## src/hdl/flash_ctl_pkg.sv

```systemverilog
`default_nettype none
package flash_ctl_pkg;

   // ----------------------------------------
   // Register offsets (byte addresses)
   // ----------------------------------------
   localparam logic [7:0] EVENT_FLAGS_ADDR = 8'h71;
   localparam logic [7:0] CONTROL_ADDR     = 8'h72;
   localparam logic [7:0] SECTOR_WE_ADDR   = 8'h73;
   localparam logic [7:0] PROGRESS_ADDR    = 8'h74;

   // ----------------------------------------
   // Field positions
   // ----------------------------------------
   // Event flag register: enable above flag, four pairs
   localparam int WDONE_EN_BIT  = 7;
   localparam int WDONE_BIT     = 6;
   localparam int WFAIL_EN_BIT  = 5;
   localparam int WFAIL_BIT     = 4;
   localparam int EDONE_EN_BIT  = 3;
   localparam int EDONE_BIT     = 2;
   localparam int EFAIL_EN_BIT  = 1;
   localparam int EFAIL_BIT     = 0;
   // Operation control register
   localparam int OPDONE_BIT    = 5;
   localparam int IDLE_BIT      = 4;
   localparam int RSVD_BIT      = 3;
   localparam int OP_EN_BIT     = 2;
   localparam int GLOBAL_EN_BIT = 1;
   localparam int SWAP_BIT      = 0;
   // Progress status register
   localparam int SUSP_BIT      = 3;
   localparam int ERASING_BIT   = 2;
   localparam int WRITING_BIT   = 1;
   localparam int FAULT_BIT     = 0;
   // Sector write enable register
   localparam int SECTOR_COUNT  = 3;
   localparam int SECTOR_RSVD_LSB = 3;
   localparam int SECTOR_RSVD_W = 5;

   // Event flag indices inside the flag bank
   localparam int FLAG_COUNT = 5;
   localparam int F_WDONE    = 0;
   localparam int F_WFAIL    = 1;
   localparam int F_EDONE    = 2;
   localparam int F_EFAIL    = 3;
   localparam int F_OPDONE   = 4;

   // ----------------------------------------
   // Reset values and timing
   // ----------------------------------------
   localparam logic [7:0] REG_RESET  = 8'h00;
   localparam int IDLE_DELAY_CYCLES  = 2;

   // ----------------------------------------
   // Address map boundaries
   // ----------------------------------------
   localparam logic [15:0] LOW_FIRST_BASE  = 16'hb000;
   localparam logic [15:0] LOW_SECOND_BASE = 16'hb800;
   localparam logic [15:0] LOW_SECOND_LAST = 16'hbfff;
   localparam logic [15:0] UPPER_BASE      = 16'hc000;
   localparam logic [15:0] VECTOR_BASE     = 16'hf800;

   typedef enum logic [1:0] {
      SEC_LOW_FIRST  = 2'b00,
      SEC_LOW_SECOND = 2'b01,
      SEC_UPPER      = 2'b10,
      SEC_NONE       = 2'b11
   } sector_t;

   typedef enum logic [1:0] {
      ST_IDLE    = 2'b00,
      ST_ARMING  = 2'b01,
      ST_RUNNING = 2'b10
   } op_state_t;

endpackage : flash_ctl_pkg
`default_nettype wire

```

## src/hdl/flag_if.sv

```systemverilog
`default_nettype none
// Set and clear requests toward one sticky event flag
interface flag_if;
   logic set;
   logic sw_clr;
   logic hw_clr;
   logic value;
   modport keeper (input set, input sw_clr, input hw_clr, output value);
   modport user   (output set, output sw_clr, output hw_clr, input value);
endinterface : flag_if
`default_nettype wire

```

## src/hdl/event_flag.sv

```systemverilog
`default_nettype none
// ----------------------------------------
// Sticky event flag, set wins over clear
// ----------------------------------------
module event_flag (
   input wire logic mclk,
   input wire logic rst_n,
   flag_if.keeper   f
);
   logic value;

   // A completion arriving while software clears is kept
   always_ff @(posedge mclk or negedge rst_n) begin
      if (!rst_n) begin
         value <= 1'b0;
      end else if (f.set) begin
         value <= 1'b1;
      end else if (f.sw_clr || f.hw_clr) begin
         value <= 1'b0;
      end
   end

   assign f.value = value;
endmodule : event_flag
`default_nettype wire

```

## src/hdl/sector_lock.sv

```systemverilog
`default_nettype none
// ----------------------------------------
// One sector write enable with lock-out
// ----------------------------------------
module sector_lock (
   input wire logic mclk,
   input wire logic rst_n,
   input wire logic wr,
   input wire logic wbit,
   output logic     enable
);
   logic locked;

   // Once a zero is written the sector stays shut until reset
   always_ff @(posedge mclk or negedge rst_n) begin
      if (!rst_n) begin
         enable <= 1'b0;
         locked <= 1'b0;
      end else if (wr) begin
         enable <= wbit & ~locked;
         locked <= locked | ~wbit;
      end
   end
endmodule : sector_lock
`default_nettype wire

```

## src/hdl/flash_operation_control.sv

```systemverilog
// Decided for this implementation: the plain strobed port.
`default_nettype none
// How it works
// - Write done sets bit6; irq with bit7
// - Write fail sets bit4; irq with bit5
// - Erase done sets bit2; irq with bit3
// - Erase fail sets bit0; irq with bit1
// - Write 0 clears flags; RMW reads 1
// - Block repeat ops on stale flags
// - Failure clears matching done flag
// - Any end sets bit5; irq with bit2
// - Refuse ops while busy; read/reset passes
// - Idle falls two cycles after issue
// - Control bits 7,6 read zero
// - Global enable gates internal strobes
// - Global enable and sector enable both required
// - Swap exchanges B800 and F800 areas
// - Zero locks sector until reset
// - Progress status bits 3..0, rest zero
module flash_operation_control #(
   parameter int IDLE_DELAY = flash_ctl_pkg::IDLE_DELAY_CYCLES
) (
   input wire logic                 mclk,
   input wire logic                 rst_n,
   // Register port
   input wire logic [7:0]           bus_addr,
   input wire logic [7:0]           bus_wdata,
   input wire logic                 bus_wr,
   input wire logic                 bus_rd,
   input wire logic                 bus_rmw,
   output logic     [7:0]           bus_rdata,
   // Commands from the command decoder
   input wire logic                 cmd_write,
   input wire logic                 cmd_erase,
   input wire logic                 cmd_read_reset,
   input wire logic [15:0]          cmd_addr,
   // Reports from the automatic algorithm
   input wire logic                 alg_write_done,
   input wire logic                 alg_write_fail,
   input wire logic                 alg_erase_done,
   input wire logic                 alg_erase_fail,
   input wire logic                 command_fault,
   input wire logic                 write_in_progress,
   input wire logic                 erase_in_progress,
   input wire logic                 erase_suspended,
   // Address mapping request
   input wire logic [15:0]          map_addr,
   // Toward the array
   output logic                     flash_write_go,
   output logic                     flash_erase_go,
   output logic                     flash_read_reset_go,
   output flash_ctl_pkg::sector_t   map_sector,
   output logic                     swap_active,
   output logic                     idle_status,
   output logic                     irq
);
   import flash_ctl_pkg::*;

   localparam int CNT_W = $clog2(IDLE_DELAY + 1);
   localparam logic [CNT_W-1:0] CNT_ONE  = CNT_W'(1);
   localparam logic [CNT_W-1:0] CNT_LAST = CNT_W'(IDLE_DELAY);

   // ----------------------------------------
   // Register storage
   // ----------------------------------------
   logic                     write_done_irq_enable;
   logic                     write_fail_irq_enable;
   logic                     erase_done_irq_enable;
   logic                     erase_fail_irq_enable;
   logic                     operation_irq_enable;
   logic                     global_program_erase_enable;
   logic                     sector_swap_enable;
   logic                     control_reserved;
   logic [SECTOR_RSVD_W-1:0] sector_reserved;
   logic [SECTOR_COUNT-1:0]  sector_write_enable;

   // ----------------------------------------
   // Operation state
   // ----------------------------------------
   op_state_t                state;
   op_state_t                next_state;
   logic [CNT_W-1:0]         arm_cnt;
   logic                     write_seen;
   logic                     erase_seen;
   logic                     op_seen;

   // ----------------------------------------
   // Address decode
   // ----------------------------------------
   wire sel_events   = (bus_addr == EVENT_FLAGS_ADDR);
   wire sel_control  = (bus_addr == CONTROL_ADDR);
   wire sel_sector   = (bus_addr == SECTOR_WE_ADDR);
   wire sel_progress = (bus_addr == PROGRESS_ADDR);
   wire wr_events    = bus_wr & sel_events;
   wire wr_control   = bus_wr & sel_control;
   wire wr_sector    = bus_wr & sel_sector;

   // ----------------------------------------
   // Event flag bank
   // ----------------------------------------
   flag_if flags [FLAG_COUNT] ();

   logic [FLAG_COUNT-1:0] flag_set;
   logic [FLAG_COUNT-1:0] flag_sw_clr;
   logic [FLAG_COUNT-1:0] flag_hw_clr;
   logic [FLAG_COUNT-1:0] flag_value;

   wire alg_end = alg_write_done | alg_write_fail | alg_erase_done | alg_erase_fail;

   // Hardware set sources
   assign flag_set[F_WDONE]  = alg_write_done;
   assign flag_set[F_WFAIL]  = alg_write_fail;
   assign flag_set[F_EDONE]  = alg_erase_done;
   assign flag_set[F_EFAIL]  = alg_erase_fail;
   assign flag_set[F_OPDONE] = alg_end;

   // A written zero clears, a written one is ignored
   assign flag_sw_clr[F_WDONE]  = wr_events & ~bus_wdata[WDONE_BIT];
   assign flag_sw_clr[F_WFAIL]  = wr_events & ~bus_wdata[WFAIL_BIT];
   assign flag_sw_clr[F_EDONE]  = wr_events & ~bus_wdata[EDONE_BIT];
   assign flag_sw_clr[F_EFAIL]  = wr_events & ~bus_wdata[EFAIL_BIT];
   assign flag_sw_clr[F_OPDONE] = wr_control & ~bus_wdata[OPDONE_BIT];

   // A fault while an operation failed withdraws the done flag
   wire write_fault = command_fault & (alg_write_fail | flag_value[F_WFAIL]);
   wire erase_fault = command_fault & (alg_erase_fail | flag_value[F_EFAIL]);
   assign flag_hw_clr[F_WDONE]  = write_fault;
   assign flag_hw_clr[F_WFAIL]  = 1'b0;
   assign flag_hw_clr[F_EDONE]  = erase_fault;
   assign flag_hw_clr[F_EFAIL]  = 1'b0;
   assign flag_hw_clr[F_OPDONE] = 1'b0;

   genvar gi;
   generate
      for (gi = 0; gi < FLAG_COUNT; gi++) begin : g_flag
         assign flags[gi].set    = flag_set[gi];
         assign flags[gi].sw_clr = flag_sw_clr[gi];
         assign flags[gi].hw_clr = flag_hw_clr[gi];
         assign flag_value[gi]   = flags[gi].value;
         event_flag u_flag (
            .mclk  (mclk),
            .rst_n (rst_n),
            .f     (flags[gi])
         );
      end
   endgenerate

   // ----------------------------------------
   // Sector write enables
   // ----------------------------------------
   generate
      for (gi = 0; gi < SECTOR_COUNT; gi++) begin : g_sector
         sector_lock u_lock (
            .mclk   (mclk),
            .rst_n  (rst_n),
            .wr     (wr_sector),
            .wbit   (bus_wdata[gi]),
            .enable (sector_write_enable[gi])
         );
      end
   endgenerate

   // ----------------------------------------
   // Control register writes
   // ----------------------------------------
   // Enables and options; bits 7,6 of control are not stored
   always_ff @(posedge mclk or negedge rst_n) begin
      if (!rst_n) begin
         write_done_irq_enable       <= 1'b0;
         write_fail_irq_enable       <= 1'b0;
         erase_done_irq_enable       <= 1'b0;
         erase_fail_irq_enable       <= 1'b0;
         operation_irq_enable        <= 1'b0;
         global_program_erase_enable <= 1'b0;
         sector_swap_enable          <= 1'b0;
         control_reserved            <= 1'b0;
         sector_reserved             <= '0;
      end else begin
         if (wr_events) begin
            write_done_irq_enable <= bus_wdata[WDONE_EN_BIT];
            write_fail_irq_enable <= bus_wdata[WFAIL_EN_BIT];
            erase_done_irq_enable <= bus_wdata[EDONE_EN_BIT];
            erase_fail_irq_enable <= bus_wdata[EFAIL_EN_BIT];
         end
         if (wr_control) begin
            operation_irq_enable        <= bus_wdata[OP_EN_BIT];
            global_program_erase_enable <= bus_wdata[GLOBAL_EN_BIT];
            sector_swap_enable          <= bus_wdata[SWAP_BIT];
            control_reserved            <= bus_wdata[RSVD_BIT];
         end
         if (wr_sector) begin
            sector_reserved <= bus_wdata[SECTOR_RSVD_LSB +: SECTOR_RSVD_W];
         end
      end
   end

   // ----------------------------------------
   // Address mapping
   // ----------------------------------------
   // Swap trades the lower second sector and the vector area
   function automatic sector_t map_of(input logic [15:0] a, input logic swap);
      sector_t s;
      s = SEC_NONE;
      if (a >= LOW_FIRST_BASE && a < LOW_SECOND_BASE) begin
         s = SEC_LOW_FIRST;
      end else if (a >= LOW_SECOND_BASE && a <= LOW_SECOND_LAST) begin
         s = swap ? SEC_UPPER : SEC_LOW_SECOND;
      end else if (a >= VECTOR_BASE) begin
         s = swap ? SEC_LOW_SECOND : SEC_UPPER;
      end else if (a >= UPPER_BASE) begin
         s = SEC_UPPER;
      end
      return s;
   endfunction : map_of

   wire sector_t cmd_sector = map_of(cmd_addr, sector_swap_enable);
   wire sector_t req_sector = map_of(map_addr, sector_swap_enable);

   // Sector enable of the command target
   wire target_enabled = (cmd_sector == SEC_LOW_FIRST)  ? sector_write_enable[0] :
                         (cmd_sector == SEC_LOW_SECOND) ? sector_write_enable[1] :
                         (cmd_sector == SEC_UPPER)      ? sector_write_enable[2] : 1'b0;

   // ----------------------------------------
   // Command acceptance
   // ----------------------------------------
   // Stale write or erase flags hold off a repeat of that kind; a stale operation done flag holds off both kinds
   wire op_stale     = op_seen & ~flag_value[F_OPDONE];
   wire write_block  = (write_seen & (~flag_value[F_WDONE] | flag_value[F_WFAIL])) | op_stale;
   wire erase_block  = (erase_seen & (~flag_value[F_EDONE] | flag_value[F_EFAIL])) | op_stale;
   // Strobes need the global enable above the sector enable
   wire may_modify   = global_program_erase_enable & target_enabled;
   wire idle_now     = (state == ST_IDLE);
   wire accept_write = cmd_write & idle_now & may_modify & ~write_block;
   wire accept_erase = cmd_erase & ~cmd_write & idle_now & may_modify & ~erase_block;
   wire accept_any   = accept_write | accept_erase;

   // ----------------------------------------
   // Operation sequencer
   // ----------------------------------------
   // Idle drops a fixed delay after issue, rises on the algorithm end
   always_comb begin
      next_state = state;
      case (state)
         ST_IDLE: begin
            if (accept_any) begin
               next_state = ST_ARMING;
            end
         end
         ST_ARMING: begin
            if (alg_end) begin
               next_state = ST_IDLE;
            end else if (arm_cnt == CNT_LAST) begin
               next_state = ST_RUNNING;
            end
         end
         ST_RUNNING: begin
            if (alg_end) begin
               next_state = ST_IDLE;
            end
         end
         default: begin
            next_state = ST_IDLE;
         end
      endcase
   end

   // State and arming counter
   always_ff @(posedge mclk or negedge rst_n) begin
      if (!rst_n) begin
         state   <= ST_IDLE;
         arm_cnt <= '0;
      end else begin
         state   <= next_state;
         arm_cnt <= accept_any ? CNT_ONE : (state == ST_ARMING) ? arm_cnt + CNT_ONE : '0;
      end
   end

   // Idle status shown to software
   always_ff @(posedge mclk or negedge rst_n) begin
      if (!rst_n) begin
         idle_status <= 1'b1;
      end else if (state == ST_ARMING && next_state == ST_RUNNING) begin
         idle_status <= 1'b0;
      end else if (alg_end) begin
         idle_status <= 1'b1;
      end
   end

   // Remembers which kinds have completed once
   always_ff @(posedge mclk or negedge rst_n) begin
      if (!rst_n) begin
         write_seen <= 1'b0;
         erase_seen <= 1'b0;
         op_seen    <= 1'b0;
      end else begin
         if (alg_write_done || alg_write_fail) begin
            write_seen <= 1'b1;
         end
         if (alg_erase_done || alg_erase_fail) begin
            erase_seen <= 1'b1;
         end
         if (alg_end) begin
            op_seen <= 1'b1;
         end
      end
   end

   // ----------------------------------------
   // Strobes toward the array
   // ----------------------------------------
   // Read/reset passes even while busy
   always_ff @(posedge mclk or negedge rst_n) begin
      if (!rst_n) begin
         flash_write_go      <= 1'b0;
         flash_erase_go      <= 1'b0;
         flash_read_reset_go <= 1'b0;
         map_sector          <= SEC_NONE;
         swap_active         <= 1'b0;
      end else begin
         flash_write_go      <= accept_write;
         flash_erase_go      <= accept_erase;
         flash_read_reset_go <= cmd_read_reset;
         map_sector          <= req_sector;
         swap_active         <= sector_swap_enable;
      end
   end

   // ----------------------------------------
   // Interrupt request
   // ----------------------------------------
   wire irq_write_done = flag_value[F_WDONE]  & write_done_irq_enable;
   wire irq_write_fail = flag_value[F_WFAIL]  & write_fail_irq_enable;
   wire irq_erase_done = flag_value[F_EDONE]  & erase_done_irq_enable;
   wire irq_erase_fail = flag_value[F_EFAIL]  & erase_fail_irq_enable;
   wire irq_op_done    = flag_value[F_OPDONE] & operation_irq_enable;
   wire next_irq       = irq_write_done | irq_write_fail | irq_erase_done |
                         irq_erase_fail | irq_op_done;

   // Level request held while any enabled flag stands
   always_ff @(posedge mclk or negedge rst_n) begin
      if (!rst_n) begin
         irq <= 1'b0;
      end else begin
         irq <= next_irq;
      end
   end

   // ----------------------------------------
   // Read data
   // ----------------------------------------
   // Flags read as one under a read-modify-write
   wire rmw_read = bus_rd & bus_rmw;
   wire [7:0] events_view = {write_done_irq_enable, flag_value[F_WDONE] | rmw_read,
                             write_fail_irq_enable, flag_value[F_WFAIL] | rmw_read,
                             erase_done_irq_enable, flag_value[F_EDONE] | rmw_read,
                             erase_fail_irq_enable, flag_value[F_EFAIL] | rmw_read};
   wire [7:0] control_view = {2'b00, flag_value[F_OPDONE] | rmw_read, idle_status,
                              control_reserved, operation_irq_enable,
                              global_program_erase_enable, sector_swap_enable};
   wire [7:0] sector_view = {sector_reserved, sector_write_enable};
   wire [7:0] progress_view = {4'h0, erase_suspended, erase_in_progress,
                               write_in_progress, command_fault};
   wire [7:0] next_rdata = ~bus_rd      ? REG_RESET     :
                           sel_events   ? events_view   :
                           sel_control  ? control_view  :
                           sel_sector   ? sector_view   :
                           sel_progress ? progress_view : REG_RESET;

   // Data stand only in the cycle after the read strobe
   always_ff @(posedge mclk or negedge rst_n) begin
      if (!rst_n) begin
         bus_rdata <= REG_RESET;
      end else begin
         bus_rdata <= next_rdata;
      end
   end

endmodule : flash_operation_control
`default_nettype wire

```

## config.mk

```make
export PLATFORM = sky130hd
export DESIGN_NAME = flash_operation_control
export DESIGN_NICKNAME = d
export VERILOG_FILES = /design/src/hdl/flash_ctl_pkg.sv /design/src/hdl/flag_if.sv /design/src/hdl/event_flag.sv /design/src/hdl/sector_lock.sv /design/src/hdl/flash_operation_control.sv
export SDC_FILE = /design/constraint.sdc
export NUM_CORES = 1
export LEC_CHECK = 0
export BUFFER_PORTS_ARGS = -buffer_cell sky130_fd_sc_hd__buf_2
export CAP_MARGIN = 40
export CELL_PAD_IN_SITES_DETAIL_PLACEMENT = 1
export CELL_PAD_IN_SITES_GLOBAL_PLACEMENT = 1
export CORE_MARGIN = 5
export CORE_UTILIZATION = 37
export DETAILED_ROUTE_END_ITERATION = 10
export GPL_ROUTABILITY_DRIVEN = 0
export GPL_TIMING_DRIVEN = 1
export HOLD_SLACK_MARGIN = 0.05
export PLACE_DENSITY_LB_ADDON = 0.2
export SLEW_MARGIN = 30
export SYNTH_ARGS = -nofsm -noshare
export SYNTH_HDL_FRONTEND = slang
export SYNTH_SLANG_ARGS = --single-unit
```

## constraint.sdc

```tcl
create_clock -name mclk -period 1.5 [get_ports mclk]
set_input_delay 0.15 -clock mclk [delete_from_list [all_inputs] [get_ports mclk]]
set_output_delay 0.15 -clock mclk [all_outputs]
set_load 0.005 [all_outputs]
```

==> flow_summary.yaml <==
worst_setup_path:
  r2r_slack_ns: 0.08
  worstSetupPathType: "reg -> reg"
  cp-start-kind: "register"
  cp-end-kind: "register"
  reg2reg_from: "sector_swap_enable$_DFFE_PN0P_"
  reg2reg_depth: 4
  crit_path_max_fanout: 7
  r2r_end: "arm_cnt[0]$_DFF_PN0_"
  crit_arrival_ns: 1.65
  worstPathRequired_ns: 1.73
synthesis:
  yosysSeqAreaShare_pct: 54.3
  synth_top_area_share_pct: 50.7
  ys_warn_count: 0
  synth-async-reset-ratio_pct: 100
  ys_seq_elements: 47
  synth.cell_area_um2: 2170
  ys.flop_type: "dfrtp_1"
  synth_top_area_cell: "dfrtp_1"
  netlist-cell-type-count: 49
  synth_area_leaders: "dfrtp_1 51%, mux2_2 6.2%, nand2b_1 4.3%, dfstp_2 3.6%, o21ai_0 2.8%"
  synth_area_per_cell_um2: 11.4
  yosys-top-cells-count: "44 x dfrtp_1, 15 x nand2b_1, 13 x nand2_1, 12 x mux2_2, 12 x o21ai_0"
  synth-edff-count: 0
  syn_nets: 256
  synth_most_common_cell: "dfrtp_1"
  netlist_instances: 191
sta:
  fmax_mhz: 702
  tns_ns: 0
  slew_headroom_pct: 59.4
  report.final.slew_viol_count: 0
  hold_viol: 0
  min_period_ns: 1.42
  rsz0062_at_grt: "false"
  clock_skew_ns: 0.0130
  fin_ws_ns: 0.0755
  setup_violations: 0
  worst_pin_slew_ns: 0.604
  timing.final.crit_share_pct: 95.0
global_routing:
  grt_pass1_vias: 1934
  grt_pass1_wl_mm: 9.74
  grt_util_all_layers_pct: 16.7
  antenna_found_initial: 0
  grt_max_degree: 20
  grt.overflow.total: 0
hold_path:
  whs_path_depth: 2
  hold_path_class: "in -> reg"
  worstHoldEndpoint: "g_flag[2].u_flag.f.value$_DFFE_PN0P_"
  hp-start: "alg_erase_done"
detailed_routing:
  routed_wl_mm: 5.63
  routedWlPerCell_um: 16.2
  first_pass_iters: 4
  vias: 1793
  ant_nets: 0
  vias_per_cell: 5.17
  first_iter_violations: 68
  remaining_drc_errors: 0
clocking:
  clock-sinks: 47
  htree_levels: 2
  cts_tree: "built"
  cts_root_buffer: "clkbuf_8"
  clock_latency_ns: 0.30
  clk_pin_slew_worst_paths_ns: 0.09
  cts_buffer_depth: 2
  numCtsBuffers: 5
power_and_ir_drop:
  peakVddDrop_mv: 0.396
  power_density_nw_per_um2: 846
  p_leak_nw: 1.32
placement:
  dp_slack_ns: -0.0171
  portBuffers: 57
  hpwlAfterDp_mm: 4.51
final_layout:
  syn_to_final_growth_pct: 28.7
  drive_gt1_share_pct: 40.1
  diodes: 0
  nets: 336
  final_core_util_pct: 48.1
  fillerInstances: 696
flow_run:
  cap_viol_max_count: 0
floorplanning:
  die_h_um: 86.6
  die_area_um2: 7510
  rows: 28
  start_util_pct: 37.4
  io_pins: 80
  dieWidth_um: 86.6
  coreArea_um2: 5820
outcome:
  outcome: "complete, no violations"
==> cell usage in the layout (no fill, tap or decap), drive strengths merged, types with 2 or more instances in the layout <==
cell | synthesis | layout
o21bai | 3 | 3
or2 | 2 | 2
nand2 | 13 | 13
nor3 | 5 | 5
buf | 5 | 73
a2bb2oi | 4 | 4
o221ai | 3 | 3
nand3 | 4 | 4
nor2b | 2 | 2
inv | 4 | 4
or3 | 2 | 2
clkbuf | 0 | 5
a21oi | 10 | 10
dfrtp | 44 | 44
clkinvlp | 0 | 2
nand2b | 15 | 15
dlygate4sd3 | 0 | 5
nand3b | 2 | 2
nand4 | 9 | 9
o211ai | 2 | 2
or4 | 2 | 2
a31oi | 2 | 2
a211oi | 2 | 2
nor2 | 8 | 8
nor4 | 2 | 2
o21ai | 12 | 12
mux2 | 13 | 13
dfstp | 3 | 3
==> registers in the layout, indices dropped and copies added (netlist names), 2 cells and up <==
register,flops
bus_rdata,8
g_flag.u_flag.f.value,5
sector_reserved,5
g_sector.u_lock.enable,3
g_sector.u_lock.locked,3
arm_cnt,2
map_sector,2
state,2
==> power breakdown <==
group | internal (W) | switching [W] | leakage [nW]
sequential | 0.00131 | 0.0000239 | 0.600
clock | 0.000325 | 0.000429 | 0.0402
combinational | 0.000139 | 0.000142 | 0.679
total | 0.00177 | 0.000595 | 1.32
==> cell type report <==
type                            instances  area, um2  share of cell area, %
Sequential cell                        47       1180                   42.2
Multi-Input combinational cell        135        950                   34.0
Timing Repair Buffer                   78        468                   16.7
Tap cell                               75       93.8                   3.36
Clock buffer                            5       68.8                   2.46
Clock inverter                          3       20.0                  0.716
Inverter                                4       15.0                  0.537
==> metal layers <==
metal  vias up  wire length, um  GRT usage [%]
met5         -                0              0
met4         0               28           3.40
met3         2              263           4.18
met2        35             2720           25.5
met1       888             2620           24.1
li1        868                -              -
==> stage by stage <==
step | hold slack, ns | instance area, um2 | power (W) | std cells
after CTS | 0.0708 | 2790 | 0.00240 | 346
after floorplan | -0.146 | 2170 | 0.00146 | 191
after detailed placement | 0.0837 | 2640 | 0.00163 | 333
after global routing | 0.0723 | 2800 | 0.00251 | 347
after global placement | 0.0833 | 2640 | 0.00162 | 333
final | 0.0782 | 2800 | 0.00236 | 347
==> critical path: stages (launching register included) <==
cell and delay [ns]:
dfrtp_2 0.45, nand3b_1 0.10, a31oi_1 0.07, or4_4 0.56, o22ai_2 0.18
==> worst max path at each step <==
| stage | start | end | depth (start not counted) |
|---|---|---|---|
| 2_1_floorplan | sector_swap_enable$_DFFE_PN0P_ | arm_cnt[0]$_DFF_PN0_ | 5 |
| 3_3_place_gp | state[1]$_DFF_PN0_ | state[0]$_DFF_PN0_ | 4 |
| 3_5_place_dp | state[1]$_DFF_PN0_ | state[0]$_DFF_PN0_ | 4 |
| 4_1_cts | sector_swap_enable$_DFFE_PN0P_ | state[0]$_DFF_PN0_ | 4 |
| 5_1_grt | g_sector[0].u_lock.enable$_DFFE_PN0P_ | state[0]$_DFF_PN0_ | 4 |
| 6_report | sector_swap_enable$_DFFE_PN0P_ | arm_cnt[0]$_DFF_PN0_ | 4 |
==> logic make-up after synthesis <==
group / count (synthesis) / synth area share [%]
AOI/OAI and AO/OA: 47 / 14.6
xor gates and xnor gates: 1 / 0.403
muxes: 13 / 6.91
and+or+nand+nor: 73 / 20.8
buffers and inverters: 9 / 2.47
DFF: 47 / 54.3
adders and majority gates: 1 / 0.576
==> repair_timing <==
action | in CTS | in global routing
setup buffers | 0 | 1
pin swaps | 1 | 1
gates resized for setup | 1 | 2
hold buffers | 5 | 0
endpoints found under the hold margin | 17 | 0
setup endpoints to repair | 2 | 3
Note: power is estimated with default switching activity, not from simulation.
